File: config.mk
export PLATFORM = sky130hd
export DESIGN_NAME = nvm_seq
export DESIGN_NICKNAME = d
export VERILOG_FILES = /design/src/nvm_seq_pkg.sv /design/src/ident_mem.sv /design/src/nvm_seq.sv
export SDC_FILE = /design/constraint.sdc
export NUM_CORES = 1
export LEC_CHECK = 0
export CAP_MARGIN = 40
export CORE_MARGIN = 4
export CORE_UTILIZATION = 55
export DETAILED_ROUTE_END_ITERATION = 12
export DONT_BUFFER_PORTS = 1
export GPL_TIMING_DRIVEN = 0
export PLACE_DENSITY = 0.82
export SYNTH_ARGS = -nofsm -noshare
export SYNTH_HDL_FRONTEND = slang
export SYNTH_HIERARCHICAL = 1
export SYNTH_SLANG_ARGS = --single-unit
File: constraint.sdc
create_clock -name pclk -period 3.8 [get_ports pclk]
set_input_delay 0.76 -clock pclk [delete_from_list [all_inputs] [get_ports pclk]]
set_output_delay 0.76 -clock pclk [all_outputs]
set_load 0.01 [all_outputs]
File: src/nvm_seq_pkg.sv
// constants shared by the test-port configuration-memory access sequencer
package nvm_seq_pkg;
	// apb register byte offsets
	localparam logic [7:0] ctrl_offset       = 8'h00;
	localparam logic [7:0] status_offset     = 8'h04;
	localparam logic [7:0] fuse_offset       = 8'h08;
	localparam logic [7:0] ident_base_offset = 8'h10;
	localparam logic [7:0] ident_last_offset = 8'h1C;

	// reset values
	localparam logic [7:0] fuse_low_reset  = 8'hFF;
	localparam logic [7:0] fuse_high_reset = 8'hBF;
	localparam logic [7:0] lock_reset      = 8'hFF;

	// field positions
	localparam int port_enable_fuse_bit = 6;
	localparam int disable_ctrl_bit     = 0;

	// test port widths and codes
	localparam int         ir_width     = 4;
	localparam logic [3:0] ir_capture   = 4'h1;
	localparam logic [3:0] prog_ir_code = 4'h5;
	localparam logic [3:0] bypass_code  = 4'hF;
	localparam int         dr_width     = 24;
	localparam int         ident_depth  = 4;
	localparam int         ident_aw     = 2;

	// programming commands, carried in dr[23:16]; data in dr[7:0]
	localparam logic [7:0] cmd_lock_wr_en  = 8'h7A;
	localparam logic [7:0] cmd_lock_load   = 8'h7B;
	localparam logic [7:0] cmd_lock_commit = 8'h7C;
	localparam logic [7:0] cmd_lock_poll   = 8'h7D;
	localparam logic [7:0] cmd_cfg_rd_en   = 8'h8A;
	localparam logic [7:0] cmd_fuse_high   = 8'h8B;
	localparam logic [7:0] cmd_fuse_low    = 8'h8C;
	localparam logic [7:0] cmd_lock_rd     = 8'h8D;
	localparam logic [7:0] cmd_all_rd      = 8'h8E;
	localparam logic [7:0] cmd_sig_en      = 8'h9A;
	localparam logic [7:0] cmd_sig_addr    = 8'h9B;
	localparam logic [7:0] cmd_sig_rd      = 8'h9C;
	localparam logic [7:0] cmd_cal_en      = 8'hAA;
	localparam logic [7:0] cmd_cal_addr    = 8'hAB;
	localparam logic [7:0] cmd_cal_rd      = 8'hAC;
	localparam logic [1:0] cal_index       = 2'h3;

	// timing
	localparam int clk_period_ps            = 25000;
	localparam int write_completion_time_ns = 4500000;
	localparam int write_completion_cycles  = (write_completion_time_ns / clk_period_ps) * 1000;

	typedef enum logic [3:0] {
		tap_reset, tap_idle, tap_sel_dr, tap_cap_dr, tap_shift_dr, tap_exit1_dr,
		tap_pause_dr, tap_exit2_dr, tap_upd_dr, tap_sel_ir, tap_cap_ir,
		tap_shift_ir, tap_exit1_ir, tap_pause_ir, tap_exit2_ir, tap_upd_ir
	} tap_state_type;

	typedef enum logic [2:0] {
		mode_none, mode_lock_wr, mode_cfg_rd, mode_sig_rd, mode_cal_rd
	} mode_type;
endpackage : nvm_seq_pkg

File: src/ident_mem.sv
// small identity store: three signature bytes and the calibration byte
`timescale 1ns/1ps
module ident_mem
	import nvm_seq_pkg::*;
(
	input  wire logic                pclk,
	input  wire logic                presetn,
	input  wire logic                wr_en,
	input  wire logic [ident_aw-1:0] wr_addr,
	input  wire logic [7:0]          wr_data,
	input  wire logic [ident_aw-1:0] rd_addr_a,
	output logic      [7:0]          rd_data_a,
	input  wire logic [ident_aw-1:0] rd_addr_b,
	output logic      [7:0]          rd_data_b
);
	logic [7:0] mem_q [ident_depth];

	// contents are loaded by software, so no reset on the array
	always_ff @(posedge pclk) begin
		if (wr_en) begin
			mem_q[wr_addr] <= wr_data;
		end
	end

	always_ff @(posedge pclk or negedge presetn) begin
		if (!presetn) begin
			rd_data_a <= 8'h00;
			rd_data_b <= 8'h00;
		end else begin
			rd_data_a <= mem_q[rd_addr_a];
			rd_data_b <= mem_q[rd_addr_b];
		end
	end
endmodule : ident_mem

File: src/nvm_seq.sv
// test-port sequencer for lock-bit writes and configuration, signature, calibration reads
//
// Contract
// - a zero data bit programs its lock bit, a one leaves it
// - after commit, poll shows completion, else host waits the full write time
// - after read enable, commands return all bits, fuse high, fuse low or lock
// - signature read: enable, then address and read pairs for bytes 0 to 2
// - calibration read: enable, load address zero, read the single byte
// - port works only with enable fuse programmed and disable bit cleared
//
// Implementation choices: register access over APB and the register offsets.
`timescale 1ns/1ps
module nvm_seq
	import nvm_seq_pkg::*;
#(
	parameter int write_cycles = write_completion_cycles
) (
	input  wire logic        pclk,
	input  wire logic        presetn,
	input  wire logic        psel,
	input  wire logic        penable,
	input  wire logic        pwrite,
	input  wire logic [7:0]  paddr,
	input  wire logic [31:0] pwdata,
	output logic      [31:0] prdata,
	output logic             pready,
	output logic             pslverr,
	input  wire logic        tck,
	input  wire logic        tms,
	input  wire logic        tdi,
	output logic             tdo,
	output logic             tdo_oe_n
);
	logic [2:0]           tck_sync_q;
	logic [1:0]           tms_sync_q;
	logic [1:0]           tdi_sync_q;
	logic                 tck_rise;
	logic                 tck_fall;
	tap_state_type        tap_q;
	tap_state_type        tap_d;
	logic [ir_width-1:0]  ir_shift_q;
	logic [ir_width-1:0]  ir_q;
	logic [dr_width-1:0]  dr_q;
	logic [dr_width-1:0]  result_q;
	logic                 bypass_q;
	logic                 port_en;
	logic                 prog_sel;
	logic                 upd_cmd;
	logic [7:0]           cmd;
	logic [7:0]           cmd_data;
	mode_type             mode_q;
	logic [7:0]           lock_data_q;
	logic                 busy_q;
	logic [31:0]          busy_cnt_q;
	logic                 commit_done;
	logic                 rd_pend_q;
	logic [ident_aw-1:0]  ident_addr_q;
	logic [7:0]           ident_rd_data;
	logic [7:0]           apb_ident_data;
	logic                 disable_q;
	logic [7:0]           fuse_low_q;
	logic [7:0]           fuse_high_q;
	logic [7:0]           lock_q;
	logic                 apb_access;
	logic                 ident_sel;
	logic                 mapped;
	logic                 ident_wait_q;

	function automatic logic [ident_aw-1:0] ident_idx(input logic [7:0] addr);
		ident_idx = addr[ident_aw+1:2];
	endfunction : ident_idx

	// tck arrives from the host; edges come only from the second and third stages
	always_ff @(posedge pclk or negedge presetn) begin
		if (!presetn) begin
			// tck rests high, so reset to that level: no false edge at release
			tck_sync_q <= 3'h7;
			tms_sync_q <= 2'h3;
			tdi_sync_q <= 2'h0;
		end else begin
			tck_sync_q <= {tck_sync_q[1:0], tck};
			tms_sync_q <= {tms_sync_q[0], tms};
			tdi_sync_q <= {tdi_sync_q[0], tdi};
		end
	end
	assign tck_rise = tck_sync_q[1] & ~tck_sync_q[2];
	assign tck_fall = ~tck_sync_q[1] & tck_sync_q[2];

	assign port_en = ~fuse_high_q[port_enable_fuse_bit] & ~disable_q;

	always_comb begin
		case (tap_q)
			tap_reset:    tap_d = tms_sync_q[1] ? tap_reset : tap_idle;
			tap_idle:     tap_d = tms_sync_q[1] ? tap_sel_dr : tap_idle;
			tap_sel_dr:   tap_d = tms_sync_q[1] ? tap_sel_ir : tap_cap_dr;
			tap_cap_dr:   tap_d = tms_sync_q[1] ? tap_exit1_dr : tap_shift_dr;
			tap_shift_dr: tap_d = tms_sync_q[1] ? tap_exit1_dr : tap_shift_dr;
			tap_exit1_dr: tap_d = tms_sync_q[1] ? tap_upd_dr : tap_pause_dr;
			tap_pause_dr: tap_d = tms_sync_q[1] ? tap_exit2_dr : tap_pause_dr;
			tap_exit2_dr: tap_d = tms_sync_q[1] ? tap_upd_dr : tap_shift_dr;
			tap_upd_dr:   tap_d = tms_sync_q[1] ? tap_sel_dr : tap_idle;
			tap_sel_ir:   tap_d = tms_sync_q[1] ? tap_reset : tap_cap_ir;
			tap_cap_ir:   tap_d = tms_sync_q[1] ? tap_exit1_ir : tap_shift_ir;
			tap_shift_ir: tap_d = tms_sync_q[1] ? tap_exit1_ir : tap_shift_ir;
			tap_exit1_ir: tap_d = tms_sync_q[1] ? tap_upd_ir : tap_pause_ir;
			tap_pause_ir: tap_d = tms_sync_q[1] ? tap_exit2_ir : tap_pause_ir;
			tap_exit2_ir: tap_d = tms_sync_q[1] ? tap_upd_ir : tap_shift_ir;
			tap_upd_ir:   tap_d = tms_sync_q[1] ? tap_sel_dr : tap_idle;
			default:      tap_d = tap_reset;
		endcase
	end

	always_ff @(posedge pclk or negedge presetn) begin
		if (!presetn) begin
			tap_q <= tap_reset;
		end else if (!port_en) begin
			tap_q <= tap_reset;
		end else if (tck_rise) begin
			tap_q <= tap_d;
		end
	end

	always_ff @(posedge pclk or negedge presetn) begin
		if (!presetn) begin
			ir_shift_q <= '0;
			ir_q       <= bypass_code;
		end else if (tap_q == tap_reset) begin
			ir_q <= bypass_code;
		end else if (tck_rise) begin
			case (tap_q)
				tap_cap_ir:   ir_shift_q <= ir_capture;
				tap_shift_ir: ir_shift_q <= {tdi_sync_q[1], ir_shift_q[ir_width-1:1]};
				tap_upd_ir:   ir_q <= ir_shift_q;
				default:      ir_q <= ir_q;
			endcase
		end
	end

	// only this instruction reaches the sequencer
	assign prog_sel = (ir_q == prog_ir_code);

	// one word per command, read result captured for the next shift
	always_ff @(posedge pclk or negedge presetn) begin
		if (!presetn) begin
			dr_q     <= '0;
			bypass_q <= 1'b0;
		end else if (tck_rise) begin
			case (tap_q)
				tap_cap_dr: begin
					dr_q     <= result_q;
					bypass_q <= 1'b0;
				end
				tap_shift_dr: begin
					dr_q     <= {tdi_sync_q[1], dr_q[dr_width-1:1]};
					bypass_q <= tdi_sync_q[1];
				end
				default: bypass_q <= bypass_q;
			endcase
		end
	end

	assign upd_cmd  = tck_rise & (tap_q == tap_upd_dr) & prog_sel;
	assign cmd      = dr_q[dr_width-1:dr_width-8];
	assign cmd_data = dr_q[7:0];

	// tdo changes on the falling test clock and drives only while shifting
	always_ff @(posedge pclk or negedge presetn) begin
		if (!presetn) begin
			tdo      <= 1'b0;
			tdo_oe_n <= 1'b1;
		end else if (!port_en) begin
			tdo_oe_n <= 1'b1;
		end else if (tck_fall) begin
			tdo_oe_n <= ~((tap_q == tap_shift_dr) | (tap_q == tap_shift_ir));
			if (tap_q == tap_shift_ir) begin
				tdo <= ir_shift_q[0];
			end else begin
				tdo <= prog_sel ? dr_q[0] : bypass_q;
			end
		end
	end

	// enable commands pick the mode that later commands need
	always_ff @(posedge pclk or negedge presetn) begin
		if (!presetn) begin
			mode_q      <= mode_none;
			lock_data_q <= lock_reset;
		end else if (tap_q == tap_reset) begin
			mode_q <= mode_none;
		end else if (upd_cmd) begin
			case (cmd)
				cmd_lock_wr_en: mode_q <= mode_lock_wr;
				cmd_cfg_rd_en:  mode_q <= mode_cfg_rd;
				cmd_sig_en:     mode_q <= mode_sig_rd;
				cmd_cal_en:     mode_q <= mode_cal_rd;
				cmd_lock_load: begin
					if (mode_q == mode_lock_wr) begin
						lock_data_q <= cmd_data;
					end
				end
				default: mode_q <= mode_q;
			endcase
		end
	end

	// write timer for the committed lock write
	always_ff @(posedge pclk or negedge presetn) begin
		if (!presetn) begin
			busy_q     <= 1'b0;
			busy_cnt_q <= '0;
		end else if (busy_q) begin
			busy_cnt_q <= busy_cnt_q - 32'd1;
			busy_q     <= (busy_cnt_q != 32'd1);
		end else if (upd_cmd && cmd == cmd_lock_commit && mode_q == mode_lock_wr) begin
			busy_q     <= 1'b1;
			busy_cnt_q <= 32'(write_cycles);
		end
	end
	assign commit_done = busy_q & (busy_cnt_q == 32'd1);

	always_ff @(posedge pclk or negedge presetn) begin
		if (!presetn) begin
			ident_addr_q <= '0;
			rd_pend_q    <= 1'b0;
		end else begin
			rd_pend_q <= upd_cmd & (((cmd == cmd_sig_rd) & (mode_q == mode_sig_rd)) |
				((cmd == cmd_cal_rd) & (mode_q == mode_cal_rd)));
			if (upd_cmd && cmd == cmd_sig_addr && mode_q == mode_sig_rd) begin
				ident_addr_q <= cmd_data[ident_aw-1:0];
			end else if (upd_cmd && cmd == cmd_cal_addr && mode_q == mode_cal_rd) begin
				ident_addr_q <= cal_index;
			end
		end
	end

	// read results, held until the next read command replaces them
	always_ff @(posedge pclk or negedge presetn) begin
		if (!presetn) begin
			result_q <= '0;
		end else if (rd_pend_q) begin
			// identity byte from the registered store
			result_q <= {16'h0000, ident_rd_data};
		end else if (upd_cmd) begin
			case (cmd)
				// poll answers done in bit 0
				cmd_lock_poll:  result_q <= {23'h000000, ~busy_q};
				cmd_all_rd:     result_q <= (mode_q == mode_cfg_rd) ?
					{fuse_high_q, fuse_low_q, lock_q} : result_q;
				cmd_fuse_high:  result_q <= (mode_q == mode_cfg_rd) ?
					{16'h0000, fuse_high_q} : result_q;
				cmd_fuse_low:   result_q <= (mode_q == mode_cfg_rd) ?
					{16'h0000, fuse_low_q} : result_q;
				cmd_lock_rd:    result_q <= (mode_q == mode_cfg_rd) ?
					{16'h0000, lock_q} : result_q;
				default:        result_q <= result_q;
			endcase
		end
	end

	// apb slave: identity reads take one extra cycle for the registered store
	assign apb_access = psel & penable;
	assign ident_sel  = (paddr >= ident_base_offset) & (paddr <= ident_last_offset) &
		(paddr[1:0] == 2'b00);
	assign mapped     = ident_sel | (paddr == ctrl_offset) | (paddr == status_offset) |
		(paddr == fuse_offset);
	assign pready     = ~(apb_access & ident_sel & ~pwrite & ~ident_wait_q);
	assign pslverr    = apb_access & ~mapped;

	always_ff @(posedge pclk or negedge presetn) begin
		if (!presetn) begin
			ident_wait_q <= 1'b0;
		end else begin
			ident_wait_q <= apb_access & ident_sel & ~pwrite & ~ident_wait_q;
		end
	end

	always_ff @(posedge pclk or negedge presetn) begin
		if (!presetn) begin
			disable_q   <= 1'b0;
			fuse_low_q  <= fuse_low_reset;
			fuse_high_q <= fuse_high_reset;
			lock_q      <= lock_reset;
		end else begin
			if (apb_access && pwrite && paddr == ctrl_offset) begin
				disable_q <= pwdata[disable_ctrl_bit];
			end
			if (apb_access && pwrite && paddr == fuse_offset) begin
				fuse_low_q  <= pwdata[7:0];
				fuse_high_q <= pwdata[15:8];
			end
			// zeros program, ones keep; a commit overrides a same-cycle bus write
			if (commit_done) begin
				lock_q <= lock_q & lock_data_q;
			end else if (apb_access && pwrite && paddr == fuse_offset) begin
				lock_q <= pwdata[23:16];
			end
		end
	end

	// loaded in the setup cycle and again in the identity wait cycle, so the
	// read data already stands at the edge where pready is sampled high
	always_ff @(posedge pclk or negedge presetn) begin
		if (!presetn) begin
			prdata <= 32'h00000000;
		end else if (psel && !pwrite && !(apb_access && pready)) begin
			if (ident_sel) begin
				prdata <= {24'h000000, apb_ident_data};
			end else if (paddr == ctrl_offset) begin
				prdata <= {31'h00000000, disable_q};
			end else if (paddr == status_offset) begin
				prdata <= {26'h0000000, ir_q == prog_ir_code, tap_q == tap_reset,
					mode_q != mode_none, port_en, busy_q, 1'b0};
			end else if (paddr == fuse_offset) begin
				prdata <= {8'h00, lock_q, fuse_high_q, fuse_low_q};
			end else begin
				prdata <= 32'h00000000;
			end
		end
	end

	ident_mem u_ident_mem (
		.pclk      (pclk),
		.presetn   (presetn),
		.wr_en     (apb_access & pwrite & ident_sel),
		.wr_addr   (ident_idx(paddr)),
		.wr_data   (pwdata[7:0]),
		.rd_addr_a (ident_idx(paddr)),
		.rd_data_a (apb_ident_data),
		.rd_addr_b (ident_addr_q),
		.rd_data_b (ident_rd_data)
	);
endmodule : nvm_seq

==> impl_metrics.csv <==
group,metric,value,unit
timing,tightest_slew,0.889,ns
critical_path,critPathRequiredTime,4.20,ns
clocking,cts_resized,0,
floorplan,dieArea,0.0203,mm²
clocking,htree_levels,1,
drt,drt_iter0_markers,589,
critical_path,critPathKind,"reg -> reg",
yosys,yosysSeqAreaShare,0.563,
run,cap_violations,0,
critical_path,crit_fanout,10,
yosys,synth_flop_cell,"dfrtp_1",
timing,setup_viol_count_final,0,
global_routing,grt_use_met2,0.391,
global_routing,use_met1,0.301,
place,dpl.hpwl,16200,µm
global_routing,grt-busiest-layer,"met2",
drt,wirelength,23200,µm
clocking,clk_pin_slew,0.06,ns
yosys,synthTopCellsByArea,"dfrtp_1 36%, dfstp_2 11%, edfxtp_1 9.7%",
critical_path,path_cells,"clkbuf_1 -> nor4b_1 -> nand2_1 -> nor3_1 -> clkbuf_1 -> nand2_1 -> o21ai_0",
cells_and_area,drive_above_1_share,0.170,
timing,fin_tns_setup,0,ns
timing,fin_skew,0.0117,ns
timing,max_freq,0.319,GHz
pwr,p_total,5.23,mW
cells_and_area,antenna_cells,0,
global_routing,grt_antenna_before_repair,0,
drt,via_count,7152,
global_routing,grt-ovfl-total,0,
timing,whs,-0.0356,ns
clocking,cts_buffers,23,
yosys,yosysMostFrequentCell,"dfrtp_1",
yosys,synth_edf_count,32,
cells_and_area,fill_cells,1283,
yosys,synth_area_per_cell,11.3,µm²
clocking,ctsRootBufferMaster,"clkbuf_16",
place,routabilityCongestion,0.930,
yosys,synthTopCellsByCount,"142 x dfrtp_1, 106 x nand2_1, 85 x o21ai_0",
yosys,yosysUniqueCellTypes,70,
drt,firstDrtPassIters,6,
global_routing,grt_start_max_net_pins,184,
yosys,syn_area,0.00994,mm²
pwr,leakagePower,4.46,nW
critical_path,rrSetupSlack,0.67,ns
place,port_buffers,0,
critical_path,worstPathArrival,3.54,ns
min_path,hp-class,"in -> async",
floorplan,die_x,142,µm
critical_path,critPathTopFamily,"simple AND/OR/NAND/NOR gates",
yosys,synth_seq_cells,215,
drt,route.detailed.drc,0,
floorplan,boundaryPins,84,
drt,ant_nets,0,
timing,max-slew-margin-rel,0.403,
drt,wire_per_inst,20.1,µm
yosys,netlist_instances,880,
yosys,synth_top_area_share,0.358,
floorplan,die_h,142,µm
clocking,clockBufferDepth,3,
critical_path,critPathBufInv,2,
critical_path,critPathSlowestCell,"nor4b_1",
critical_path,end_kind,"flip-flop",
yosys,async_reset_ff_frac,0.851,
pwr,powerDensity,476,mW/mm²
critical_path,rr_worst_depth,7,
yosys,ys.warnings.count,6,
timing,hold_viol,46,
global_routing,grt_pass1_wl,38000,µm
floorplan,num_rows,48,
critical_path,r2r_start,"dr_q[20]",
floorplan,core,0.0175,mm²
drt,viasPerCell,6.19,
clocking,cts_setup_buffers,0,
floorplan,start_util,0.569,
global_routing,grt_pass1_vias,7172,
cells_and_area,synthToLayoutAreaGrowth,10.7,%
cells_and_area,nNetsFinal,965,
global_routing,track_usage,0.234,
clocking,clkSinkCount,215,
yosys,synth_largest_area_cell,"dfrtp_1",
clocking,clock_latency,0.50,ns
critical_path,r2r_end,"result_q[14]",
global_routing,gr-usage-met3,0.0474,
outcome,violations,"negative hold slack",
timing,rsz0062_at_grt,"false",
critical_path,cp-start-kind,"flip-flop",
pwr,peakVddDrop,406,µV
critical_path,slowest_delay,0.80,ns
timing,post-route-period-util,0.825,
outcome,status,"complete, but fails checks",
timing,slew_violations,0,
clocking,tritoncts,"done",
timing,period_needed,3.13,ns
[worst reg2reg max path: stages (launching register included)]
cell and delay, ns:
dfrtp_1 0.36, clkbuf_1 0.22, nor4b_1 0.80, nand2_1 0.26, nor3_1 0.69, clkbuf_1 0.42, nand2_1 0.10, o21ai_0 0.19
[power by group]
part	switching (mW)	internal (mW)	total (mW)
Sequential	0.0762	2.44	2.52
Clock	0.858	1.28	2.14
Combinational	0.348	0.232	0.580
[layout make-up]
class                      instances  area [µm²]  area share
tap                              225         282      0.0256
buffer                            57         262      0.0238
clock inverter                     6        57.6     0.00523
timing repair buffer               3        22.5     0.00205
sequential                       215        5590       0.508
multi-input combinational        596        4050       0.368
inverter                          19        71.3     0.00648
clock buffer                      35         671      0.0610
[worst max path at each step]
| stage | from | to | slack, ns | depth (start not counted) |
|---|---|---|---|---|
| final | dr_q[20] | result_q[14] | 0.67 | 7 |
| after global routing | dr_q[21] | result_q[14] | 0.32 | 7 |
| after CTS | paddr[0] | pready | 0.73 | 5 |
| after detailed placement | paddr[0] | lock_q[1] | 0.39 | 6 |
| after global placement | paddr[0] | u_ident_mem/mem_q[0][6] | 0.24 | 6 |
| after floorplan | paddr[0] | u_ident_mem/mem_q[0][0] | 0.79 | 6 |
[sequential cells by signal (all words and copies together) (netlist names), 2 cells and up]
| signal | cells |
|---|---|
| tms_sync_q | 2 |
| tdi_sync_q | 2 |
| result_q | 24 |
| ir_q | 4 |
| lock_data_q | 8 |
| ident_addr_q | 2 |
| ir_shift_q | 4 |
| lock_q | 8 |
| u_ident_mem/rd_data_a | 8 |
| prdata | 24 |
| fuse_low_q | 8 |
| dr_q | 24 |
| tap_q | 4 |
| u_ident_mem/rd_data_b | 8 |
| busy_cnt_q | 32 |
| fuse_high_q | 8 |
| mode_q | 3 |
| u_ident_mem/mem_q | 32 |
| tck_sync_q | 3 |
[layer usage]
layer | up-vias | routed length, µm
met4 | 0 | 874
met5 | - | 0
met3 | 62 | 1580
li1 | 3312 | -
met1 | 3529 | 9200
met2 | 249 | 11500
[layout by cell type, fill, tap and decap left out, types with 17 or more instances in the layout]
master and instances:
dfrtp_1 142, nand2_1 106, o21ai_0 85, clkbuf_1 49, dfstp_2 41, mux2_2 34, edfxtp_1 32, nor2_1 31
a21oi_1 30, mux2i_1 28, clkbuf_16 23, nand3_1 21, nand3b_1 20, inv_1 18, nor3_1 17
[logic make-up (layout without fill, tap and decap cells)]
kind of cell / count (synthesis) / in the layout / synth area share
AOI/OAI and AO/OA: 211 / 211 / 0.137
adders and majority gates: 2 / 2 / 0.00252
xor gates and xnor gates: 3 / 3 / 0.00264
DFF: 215 / 215 / 0.563
buffers and inverters: 76 / 120 / 0.0335
and+or+nand+nor: 294 / 294 / 0.158
muxes: 78 / 78 / 0.103
other: 1 / 8 / 0.000377
[through the flow]
stage               std cells   util  cell area (µm²)  worst slack, ns
floorplan                 887      -             9960            0.792
global placement         1112  0.586            10200            0.236
detailed placement       1115  0.588            10300            0.387
CTS                      1156  0.630            11000            0.726
global route             1156  0.630            11000            0.321
finish                   1156  0.630            11000            0.666
(Power assumes the default switching activity.)
